File: src/logic/sci_pkg.sv
// Purpose: constants for the system-control instruction executer
// Assumes: 16-bit instruction words, octal opcodes
// Notes: registers reached over apb; offsets below are byte addresses
//
// Contract
// - combined-off opcode turns off paging and interrupt system together
// - set-wide-addressing switches paging to 24-bit physical addresses
// - set-wide-addressing also sets status bit 13
// - clear-wide-addressing returns paging to 19-bit physical addresses
// - clear-wide-addressing clears status bit 13
// - operator-communication opcode enters operator mode like the panel button
// - wait with interrupts off halts, program counter past the wait
// - programmed wait lights operator lamp; console '!' resumes
// - wait with interrupts on clears own request bit, gives up priority
// - no pending request enters level zero; wait on level zero is no-op
// - wait operand below octal 400 does not alter behaviour
// - supervisor call interrupts to level 14, 8-bit call number
// - supervisor call operand sign-extended into level 14 T register
// - io execute uses low 11 instruction bits as device register address
// - wide io execute uses full 16-bit T as device address
// - read-physical-word loads T from physical address A:D
// - write-physical-word stores T to physical address A:D
// - all above except supervisor call need privileged state
// - with switching on, run highest level set in enable and request
package sci_pkg;
    localparam logic [15:0] OP_PAGING_INTERRUPTS_OFF = 16'hD105; // 150405 octal
    localparam logic [15:0] OP_OPERATOR_COMM = 16'hD100;         // 150400
    localparam logic [15:0] OP_SET_WIDE = 16'hD106;              // 150406
    localparam logic [15:0] OP_CLEAR_WIDE = 16'hD107;            // 150407
    localparam logic [15:0] OP_IO_EXECUTE_WIDE = 16'hD10D;       // 150415
    localparam logic [15:0] OP_READ_PHYS = 16'hD10E;             // 150416
    localparam logic [15:0] OP_WRITE_PHYS = 16'hD10F;            // 150417
    localparam logic [7:0] OP_WAIT_HI = 8'hD2;                   // 151xxx
    localparam logic [7:0] OP_SUPERVISOR_HI = 8'hD6;             // 153xxx
    localparam logic [4:0] OP_IO_EXECUTE_HI = 5'h1D;             // 164000 bits 15:11
    localparam int STS_WIDE_BIT = 13;
    localparam logic [3:0] LEVEL_SUPERVISOR = 4'hE;
    localparam logic [7:0] CHAR_RESUME = 8'h21;
    // apb map (byte addresses)
    localparam logic [7:0] ADDR_INSTR = 8'h00;   // write: issue instruction
    localparam logic [7:0] ADDR_CTRL = 8'h04;    // bit0 interrupt on, bit1 paging on, bit2 privileged
    localparam logic [7:0] ADDR_STATUS = 8'h08;  // status register
    localparam logic [7:0] ADDR_LEVEL = 8'h0C;   // current level, halt, operator mode
    localparam logic [7:0] ADDR_ENABLE = 8'h10;  // level_enable_bits
    localparam logic [7:0] ADDR_REQUEST = 8'h14; // level_request_bits
    localparam logic [7:0] ADDR_TREG = 8'h18;    // T register of current level
    localparam logic [7:0] ADDR_AREG = 8'h1C;
    localparam logic [7:0] ADDR_DREG = 8'h20;
    localparam logic [7:0] ADDR_CONSOLE = 8'h24; // write: console character
    localparam logic [7:0] ADDR_PC = 8'h28;
    localparam logic [15:0] RST_STATUS = 16'h0000;
    localparam logic [15:0] RST_ENABLE = 16'h0000;
    localparam logic [15:0] RST_REQUEST = 16'h0000;
    localparam logic [2:0] RST_CTRL = 3'h4;
    typedef enum logic [1:0] {
        SCI_IDLE = 2'b00,
        SCI_BUS = 2'b01,
        SCI_HALT = 2'b10
    } sci_state_t;
endpackage

File: src/logic/sci_exec.sv
// Purpose: executes privileged system-control, io and physical memory instructions
// Assumes: one clock, sync active-high reset, instructions issued by apb write
// Notes: io and memory transfers use one shared request/ack port
module sci_exec (
    // clock and reset
    input wire logic I_SYS_CLK,
    input wire logic I_SYS_RST,
    // apb slave
    input wire logic I_PSEL,
    input wire logic I_PENABLE,
    input wire logic I_PWRITE,
    input wire logic [7:0] I_PADDR,
    input wire logic [31:0] I_PWDATA,
    output logic [31:0] O_PRDATA,
    output logic O_PREADY,
    output logic O_PSLVERR,
    // external bus (io or physical memory)
    output logic O_XFER_REQ,
    output logic O_XFER_IO,
    output logic O_XFER_WRITE,
    output logic [23:0] O_XFER_ADDR,
    output logic [15:0] O_XFER_WDATA,
    input wire logic I_XFER_ACK,
    input wire logic [15:0] I_XFER_RDATA,
    // mode outputs
    output logic O_PAGING_ON,
    output logic O_INTERRUPT_ON,
    output logic O_WIDE_ADDR,
    output logic O_OPERATOR_LAMP,
    output logic O_HALTED
);
    import sci_pkg::*;

    // --------------------------------------------------------------
    // state
    // --------------------------------------------------------------
    sci_state_t state_r;
    logic irq_on_r;
    logic paging_on_r;
    logic priv_r;
    logic operator_comm_mode_r;
    logic [15:0] sts_r;
    logic [15:0] enable_r;
    logic [15:0] request_r;
    logic [3:0] level_r;
    logic [15:0] treg_r [16];
    logic [15:0] areg_r;
    logic [15:0] dreg_r;
    logic [15:0] pc_r;
    logic [15:0] instr_r;
    logic ack_s1_r;
    logic ack_s2_r;
    logic [15:0] rdata_s1_r;
    logic [15:0] rdata_s2_r;

    logic access;
    logic wr_acc;
    logic instr_wr;
    logic [15:0] ins;
    logic is_priv_op;
    logic is_wait;
    logic is_super;
    logic is_io;
    logic [3:0] top_level;
    logic [15:0] req_after_wait;
    logic [3:0] wait_level;
    logic bad_priv;
    logic [31:0] rdata_nxt;
    logic unmapped;

    assign access = I_PSEL && I_PENABLE;
    assign wr_acc = access && I_PWRITE && O_PREADY;
    assign ins = I_PWDATA[15:0];
    assign instr_wr = wr_acc && (I_PADDR == ADDR_INSTR);
    // the 8-bit operand is always below octal 400 and is never decoded
    assign is_wait = (ins[15:8] == OP_WAIT_HI);
    assign is_super = (ins[15:8] == OP_SUPERVISOR_HI);
    assign is_io = (ins[15:11] == OP_IO_EXECUTE_HI);
    assign is_priv_op = is_wait || is_io
        || ins == OP_PAGING_INTERRUPTS_OFF || ins == OP_SET_WIDE || ins == OP_CLEAR_WIDE
        || ins == OP_OPERATOR_COMM || ins == OP_IO_EXECUTE_WIDE
        || ins == OP_READ_PHYS || ins == OP_WRITE_PHYS;
    assign bad_priv = instr_wr && is_priv_op && !priv_r;

    // highest level set in both enable and request
    function automatic logic [3:0] highest(input logic [15:0] v);
        logic [3:0] r;
        r = 4'h0;
        for (int i = 0; i < 16; i++)
        begin
            if (v[i])
            begin
                r = 4'(i);
            end
        end
        return r;
    endfunction

    assign top_level = highest(enable_r & request_r);
    assign req_after_wait = request_r & ~(16'h0001 << level_r);
    assign wait_level = highest(enable_r & req_after_wait);

    // --------------------------------------------------------------
    // apb
    // --------------------------------------------------------------
    // busy while a transfer is in flight and until the peripheral drops ack:
    // a stale ack must not end the next transfer, and a stalled read resamples T
    assign O_PREADY = (state_r != SCI_BUS) && !ack_s2_r;
    assign unmapped = !(I_PADDR inside {ADDR_INSTR, ADDR_CTRL, ADDR_STATUS, ADDR_LEVEL, ADDR_ENABLE,
        ADDR_REQUEST, ADDR_TREG, ADDR_AREG, ADDR_DREG, ADDR_CONSOLE, ADDR_PC}) || I_PADDR[1:0] != 2'b00;
    assign O_PSLVERR = access && O_PREADY && unmapped;

    always_comb
    begin
        rdata_nxt = 32'h0000_0000;
        if (I_PADDR == ADDR_CTRL)
        begin
            rdata_nxt = {29'h0, priv_r, paging_on_r, irq_on_r};
        end
        else if (I_PADDR == ADDR_STATUS)
        begin
            rdata_nxt = {16'h0, sts_r};
        end
        else if (I_PADDR == ADDR_LEVEL)
        begin
            rdata_nxt = {26'h0, operator_comm_mode_r, state_r == SCI_HALT, level_r};
        end
        else if (I_PADDR == ADDR_ENABLE)
        begin
            rdata_nxt = {16'h0, enable_r};
        end
        else if (I_PADDR == ADDR_REQUEST)
        begin
            rdata_nxt = {16'h0, request_r};
        end
        else if (I_PADDR == ADDR_TREG)
        begin
            rdata_nxt = {16'h0, treg_r[level_r]};
        end
        else if (I_PADDR == ADDR_AREG)
        begin
            rdata_nxt = {16'h0, areg_r};
        end
        else if (I_PADDR == ADDR_DREG)
        begin
            rdata_nxt = {16'h0, dreg_r};
        end
        else if (I_PADDR == ADDR_PC)
        begin
            rdata_nxt = {16'h0, pc_r};
        end
    end

    always_ff @(posedge I_SYS_CLK)
    begin
        if (I_SYS_RST)
        begin
            O_PRDATA <= 32'h0000_0000;
        end
        else if (I_PSEL && !(I_PENABLE && O_PREADY))
        begin
            // keep sampling through wait states so a stalled read returns fresh data
            O_PRDATA <= rdata_nxt;
        end
    end

    // --------------------------------------------------------------
    // ack synchroniser (peripheral side is asynchronous)
    // --------------------------------------------------------------
    always_ff @(posedge I_SYS_CLK)
    begin
        if (I_SYS_RST)
        begin
            ack_s1_r <= 1'b0;
            ack_s2_r <= 1'b0;
            rdata_s1_r <= 16'h0000;
            rdata_s2_r <= 16'h0000;
        end
        else
        begin
            ack_s1_r <= I_XFER_ACK;
            ack_s2_r <= ack_s1_r;
            rdata_s1_r <= I_XFER_RDATA;
            rdata_s2_r <= rdata_s1_r;
        end
    end

    // --------------------------------------------------------------
    // sequencer and external transfer
    // --------------------------------------------------------------
    always_ff @(posedge I_SYS_CLK)
    begin
        if (I_SYS_RST)
        begin
            state_r <= SCI_IDLE;
            O_XFER_REQ <= 1'b0;
            O_XFER_IO <= 1'b0;
            O_XFER_WRITE <= 1'b0;
            O_XFER_ADDR <= 24'h00_0000;
            O_XFER_WDATA <= 16'h0000;
            instr_r <= 16'h0000;
        end
        else
        begin
            case (state_r)
                SCI_IDLE:
                begin
                    if (instr_wr && !bad_priv)
                    begin
                        instr_r <= ins;
                        if (is_io)
                        begin
                            state_r <= SCI_BUS;
                            O_XFER_REQ <= 1'b1;
                            O_XFER_IO <= 1'b1;
                            O_XFER_WRITE <= 1'b0;
                            O_XFER_ADDR <= {13'h0, ins[10:0]};
                            O_XFER_WDATA <= areg_r;
                        end
                        else if (ins == OP_IO_EXECUTE_WIDE)
                        begin
                            state_r <= SCI_BUS;
                            O_XFER_REQ <= 1'b1;
                            O_XFER_IO <= 1'b1;
                            O_XFER_WRITE <= 1'b0;
                            O_XFER_ADDR <= {8'h00, treg_r[level_r]};
                            O_XFER_WDATA <= areg_r;
                        end
                        else if (ins == OP_READ_PHYS || ins == OP_WRITE_PHYS)
                        begin
                            state_r <= SCI_BUS;
                            O_XFER_REQ <= 1'b1;
                            O_XFER_IO <= 1'b0;
                            O_XFER_WRITE <= (ins == OP_WRITE_PHYS);
                            O_XFER_ADDR <= {areg_r[7:0], dreg_r};
                            O_XFER_WDATA <= treg_r[level_r];
                        end
                        else if (is_wait && !irq_on_r)
                        begin
                            state_r <= SCI_HALT;
                        end
                    end
                end
                SCI_BUS:
                begin
                    // peripheral must drop ack before the next transfer
                    if (ack_s2_r)
                    begin
                        O_XFER_REQ <= 1'b0;
                        state_r <= SCI_IDLE;
                    end
                end
                SCI_HALT:
                begin
                    if (wr_acc && I_PADDR == ADDR_CONSOLE && I_PWDATA[7:0] == CHAR_RESUME)
                    begin
                        state_r <= SCI_IDLE;
                    end
                end
                default:
                begin
                    state_r <= SCI_IDLE;
                end
            endcase
        end
    end

    // --------------------------------------------------------------
    // mode bits and status
    // --------------------------------------------------------------
    always_ff @(posedge I_SYS_CLK)
    begin
        if (I_SYS_RST)
        begin
            {priv_r, paging_on_r, irq_on_r} <= RST_CTRL;
            sts_r <= RST_STATUS;
            operator_comm_mode_r <= 1'b0;
        end
        else if (wr_acc && I_PADDR == ADDR_CTRL)
        begin
            {priv_r, paging_on_r, irq_on_r} <= I_PWDATA[2:0];
        end
        else if (wr_acc && I_PADDR == ADDR_STATUS)
        begin
            sts_r <= I_PWDATA[15:0];
        end
        else if (instr_wr && !bad_priv && state_r == SCI_IDLE)
        begin
            if (ins == OP_PAGING_INTERRUPTS_OFF)
            begin
                paging_on_r <= 1'b0;
                irq_on_r <= 1'b0;
            end
            else if (ins == OP_SET_WIDE)
            begin
                sts_r[STS_WIDE_BIT] <= 1'b1;
            end
            else if (ins == OP_CLEAR_WIDE)
            begin
                sts_r[STS_WIDE_BIT] <= 1'b0;
            end
            else if (ins == OP_OPERATOR_COMM)
            begin
                operator_comm_mode_r <= 1'b1;
            end
        end
        else if (wr_acc && I_PADDR == ADDR_CONSOLE && I_PWDATA[7:0] == CHAR_RESUME)
        begin
            operator_comm_mode_r <= 1'b0;
        end
    end

    // --------------------------------------------------------------
    // levels, pc and working registers
    // --------------------------------------------------------------
    always_ff @(posedge I_SYS_CLK)
    begin
        if (I_SYS_RST)
        begin
            enable_r <= RST_ENABLE;
            request_r <= RST_REQUEST;
            level_r <= 4'h0;
            areg_r <= 16'h0000;
            dreg_r <= 16'h0000;
            pc_r <= 16'h0000;
            for (int i = 0; i < 16; i++)
            begin
                treg_r[i] <= 16'h0000;
            end
        end
        else
        begin
            if (instr_wr && state_r == SCI_IDLE)
            begin
                pc_r <= pc_r + 16'h0001;
            end
            if (wr_acc && I_PADDR == ADDR_ENABLE)
            begin
                enable_r <= I_PWDATA[15:0];
            end
            else if (wr_acc && I_PADDR == ADDR_REQUEST)
            begin
                request_r <= I_PWDATA[15:0];
            end
            else if (bad_priv)
            begin
                request_r[LEVEL_SUPERVISOR] <= 1'b1;
            end
            else if (instr_wr && state_r == SCI_IDLE && is_super)
            begin
                request_r[LEVEL_SUPERVISOR] <= 1'b1;
                treg_r[LEVEL_SUPERVISOR] <= {{8{ins[7]}}, ins[7:0]};
            end
            else if (instr_wr && state_r == SCI_IDLE && is_wait && irq_on_r && level_r != 4'h0)
            begin
                request_r <= req_after_wait;
                level_r <= wait_level;
            end
            else if (irq_on_r)
            begin
                level_r <= top_level;
            end
            if (wr_acc && I_PADDR == ADDR_AREG)
            begin
                areg_r <= I_PWDATA[15:0];
            end
            if (wr_acc && I_PADDR == ADDR_DREG)
            begin
                dreg_r <= I_PWDATA[15:0];
            end
            if (wr_acc && I_PADDR == ADDR_TREG)
            begin
                treg_r[level_r] <= I_PWDATA[15:0];
            end
            else if (state_r == SCI_BUS && ack_s2_r && !O_XFER_WRITE)
            begin
                treg_r[level_r] <= rdata_s2_r;
            end
        end
    end

    assign O_PAGING_ON = paging_on_r;
    assign O_INTERRUPT_ON = irq_on_r;
    assign O_WIDE_ADDR = sts_r[STS_WIDE_BIT];
    assign O_OPERATOR_LAMP = operator_comm_mode_r || (state_r == SCI_HALT);
    assign O_HALTED = (state_r == SCI_HALT);
endmodule

File: config.mk
export PLATFORM = sky130hd
export DESIGN_NAME = sci_exec
export DESIGN_NICKNAME = d
export VERILOG_FILES = /design/src/logic/sci_pkg.sv /design/src/logic/sci_exec.sv
export SDC_FILE = /design/constraint.sdc
export NUM_CORES = 1
export LEC_CHECK = 0
export ABC_AREA = 1
export ABC_CLOCK_PERIOD_IN_PS = 3150
export BUFFER_PORTS_ARGS = -buffer_cell sky130_fd_sc_hd__buf_2
export CORE_UTILIZATION = 40
export CTS_BUF_LIST = sky130_fd_sc_hd__clkbuf_2 sky130_fd_sc_hd__clkbuf_4 sky130_fd_sc_hd__clkbuf_8
export DETAILED_ROUTE_END_ITERATION = 12
export GPL_TIMING_DRIVEN = 0
export SYNTH_ARGS = -nofsm -noshare
export SYNTH_HDL_FRONTEND = slang
export SYNTH_SLANG_ARGS = --single-unit
export TNS_END_PERCENT = 50
File: constraint.sdc
create_clock -name I_SYS_CLK -period 3.15 [get_ports I_SYS_CLK]
set_input_delay 0.63 -clock I_SYS_CLK [delete_from_list [all_inputs] [get_ports I_SYS_CLK]]
set_output_delay 0.63 -clock I_SYS_CLK [all_outputs]
set_load 0.05 [all_outputs]
==> results by group <==
Logic synthesis
  – Mux contribution to synthesized area: 0
  – Yosys warns: 0
  – Largest family of logic cells by synthesized area: simple AND/OR/NAND/NOR gates
  – Syn_area_per_cell: 8.55 µm²
  – Distinct cells, synth: 49
  – Synth top area share: 0.367
  – Simple-Gate Fraction of Synth Area: 0.201
  – Adder-Cell Fraction of Synth Area: 0.000597
  – Post-synthesis xor/xnor area fraction: 0
  – Synth Cell Area: 21000 µm²
  – Main flop type after synthesis: edfxtp_1
  – Compound-cell area share of the yosys netlist: 0.169
  – Seq/Total Area, Yosys: 0.561
  – Ys async rst share: 0
  – Post-synth top area cell: edfxtp_1
  – EDFF count, synth: 256
  – Synth area leaders: edfxtp_1 (37%), dfxtp_1 (19%), nor2_1 (10%)
  – Flops & latches, synth: 459
  – Mapped Cells: 2451

Global route
  – First-pass GRT wire length: 119000 µm
  – Largest net degree at the start of global routing: 17
  – Vias in the first global route: 18.3k
  – Initial antenna violation count: 1
  – GR Overflow Total: 0
  – Gr usage total: 0.306

Critical path
  – Crit path cell chain: buf_2 -> inv_1 -> clkbuf_1 -> o21ai_0 -> o211ai_1 -> nand3_1 -> nand2_1 -> nand2_1 -> nand3_1 -> o21ai_0 -> nand2_1 -> nand2_1 -> a21oi_1
  – Required time worst endpoint: 3.71 ns
  – Slowest stage cell, crit path: clkbuf_1
  – Critical path class: reg -> reg
  – CP max stage delay: 0.69 ns
  – CP Capture Type: flop
  – Worst EP arrival: 3.77 ns
  – Buf/Inv on CP: 3
  – Worst R2R Setup Slack: -0.06 ns
  – Most numerous cell on the critical path: nand2_1
  – Crit-path leading delay family: simple AND/OR/NAND/NOR gates
  – Maximum fanout along the worst path: 10
  – Setup crit start kind: flop

Layout
  – Ant diodes: 0
  – Fillers: 5123
  – Layout cells sized above 1: 0.146
  – Area Growth Syn to Fin: 15.0%
  – Final core occ: 0.468
  – Nets: 2717

Power and ir drop
  – Clk pwr share: 0.437
  – Comb power frac: 0.047
  – Peak VDD IR: 0.293 mV
  – Design internal power: 9.49 mW
  – NetSw: 3.06 mW
  – Sequential power share: 0.516
  – PwrDens: 521 nW/µm²
  – Switching Share: 0.244
  – Leak Pwr: 9.70 nW

Outcome
  – Failing checks: negative setup slack
  – Status: finished, violations left

Clock tree
  – H-tree levels: 3
  – Post-CTS Hold Buffers: 0
  – CTS Root Buffer Type: clkbuf_8
  – Clk slew on worst S/H paths: 0.06 ns
  – Bufs on Longest Clock Path: 3
  – Number of clock sinks: 459
  – Post-CTS Setup Inserts: 0
  – CTS tree: built
  – Clk Latency, worst-skew pair: 0.67 ns
  – Total CTS buffers: 78

Timing
  – Relative slew slack: 0.277
  – Tightest Pin Transition: 1.08 ns
  – Fin. max-slew vios: 0
  – Setup-failing EPs final: 2
  – Period utilisation layout: 1.02
  – Max frequency: 311 MHz
  – Min Tclk post-route: 3.21 ns
  – RSZ-0062 raised after global routing: yes
  – Worst Clk Skew: 0.0398 ns
  – TNS Setup: -0.0799 ns
  – Setup WS post-layout: -0.0620 ns
  – Final hold violation count: 0

Floorplan
  – Die W: 231 µm
  – Cell Rows: 83
  – Io pins: 144
  – Die height: 231 µm
  – Initial core utilization: 0.407
  – Die Footprint: 53300 µm²
  – Core Box Area: 51500 µm²

Drt
  – 1st-iter DRT viols: 2635
  – Final WL: 82400 µm
  – Vias: 19.5k
  – Routed Antenna Nets: 0
  – Vias per cell: 5.74
  – WL/cell: 24.3 µm
  – Drt drc: 0
  – Drt pass-1 iters: 8

Placed design
  – Gpl congestion: 1.03
  – Port bufs: 110
  – DP HPWL: 59500 µm

Min path
  – HP Class: in -> reg

Job
  – Max Cap Viol: 0
[synth_stat cells (11+ instances only)]
library cell,number
nor2_1,567
o21ai_0,308
nand2_1,278
edfxtp_1,256
dfxtp_1,203
a21oi_1,169
inv_1,159
clkbuf_1,106
nand3_1,86
o211ai_1,49
buf_2,36
buf_4,22
a211oi_1,21
o221ai_1,19
o22ai_1,19
a31oi_1,18
nor3_1,18
o21ai_1,18
inv_2,11
nand4_1,11
[final cells by class]
| class | instances | area (µm²) | share of cell area |
|---|---|---|---|
| inverters | 173 | 652 | 0.0270 |
| well taps | 680 | 851 | 0.0353 |
| clock buffers | 114 | 1440 | 0.0597 |
| multi-input cells | 1662 | 7900 | 0.328 |
| flip-flops and latches | 459 | 11800 | 0.488 |
| plain buffers | 170 | 822 | 0.0341 |
| repair buffers | 110 | 551 | 0.0228 |
| clock inverters | 23 | 135 | 0.00561 |
[routing by layer]
layer / vias up / global-route usage / part of all wire
met2: 1242 / 0.444 / 0.42
met5: - / 0 / 0
li1: 8729 / - / -
met3: 186 / 0.0809 / 0.12
met1: 9313 / 0.427 / 0.42
met4: 0 / 0.133 / 0.041
[power by group through the flow]
stage          combinational (mW)  clock [mW]  sequential, mW
2_1_floorplan               0.306           0            6.59
3_3_place_gp                0.554           0            6.60
3_5_place_dp                0.559           0            6.61
4_1_cts                     0.562        5.52            6.48
5_1_grt                     0.605        5.80            6.49
6_report                    0.585        5.48            6.48
[kinds of logic (layout without fill, tap and decap cells)]
group	count (synthesis)	after routing
AO/OA/AOI/OAI	635	635
adder cells (fa/ha/maj)	1	1
buffers and inverters	345	590
flip-flops	459	459
other	1	16
AND/OR/NAND/NOR	1010	1010
[repair_timing]
action | CTS | global route
cloned | 0 | 0
endpoints found under the setup margin | 212 | 152
gates resized for setup | 18 | 42
pin swaps | 0 | 1
[state kept, by name (all words and copies together), names as in the netlist, 16 cells and up, named ones only]
| name | cells |
|---|---|
| request_r | 16 |
| sts_r | 16 |
| O_PRDATA | 16 |
| rdata_s2_r | 16 |
| rdata_s1_r | 16 |
| areg_r | 16 |
| dreg_r | 16 |
| pc_r | 16 |
| treg_r | 256 |
| enable_r | 16 |
| O_XFER_ADDR | 24 |
| O_XFER_WDATA | 16 |
[worst paths after layout]
path,start,endpoint,cells after the start
max reg2reg,flop,O_PRDATA[13],13
min reg2reg,rdata_s1_r[6],rdata_s2_r[6],2
max,flop,O_PRDATA[13],13
min,I_XFER_ACK,ack_s1_r,3
[cells in the final DEF, fill, tap and decap left out, types with 4 or more instances in the layout]
cell	instances
a211oi_1	20
o21ai_0	308
edfxtp_1	256
inv_1	159
o21ai_1	15
nand2_2	17
nor3_1	18
nand4_1	11
o211ai_1	49
clkbuf_2	15
clkbuf_8	93
nor2_1	567
clkbuf_1	86
o2111ai_1	4
clkinv_1	10
buf_2	148
o21ai_2	5
buf_4	22
o22ai_1	19
nand3_2	7
nand2_4	11
clkinv_2	10
a31oi_1	18
nor4_1	6
inv_2	11
nand2_1	263
nand3_1	86
o221ai_1	19
a21oi_1	169
dfxtp_1	202
conb_1	16
nor2_2	10
buf_1	4
clkbuf_4	22
[worst reg2reg max path: cells and delay by family (launching register included)]
kind	cells	cell delay [ns]
simple gates	6	1.01
flops	1	0.29
buf+inv	3	1.00
compound gates	4	0.84
[stage by stage]
step / setup WS, ns / instances / hold WS (ns) / instance area, µm² / power, mW
2_1_floorplan: 0.305 / 2466 / 0.388 / 21000 / 6.90
3_3_place_gp: -0.965 / 3256 / 0.397 / 22400 / 7.16
3_5_place_dp: -0.912 / 3256 / 0.394 / 22400 / 7.17
4_1_cts: 0.00642 / 3392 / 0.146 / 24000 / 12.6
5_1_grt: -0.0625 / 3391 / 0.175 / 24100 / 12.9
6_report: -0.0620 / 3391 / 0.190 / 24100 / 12.6
Note: power is estimated with default switching activity, not from simulation.
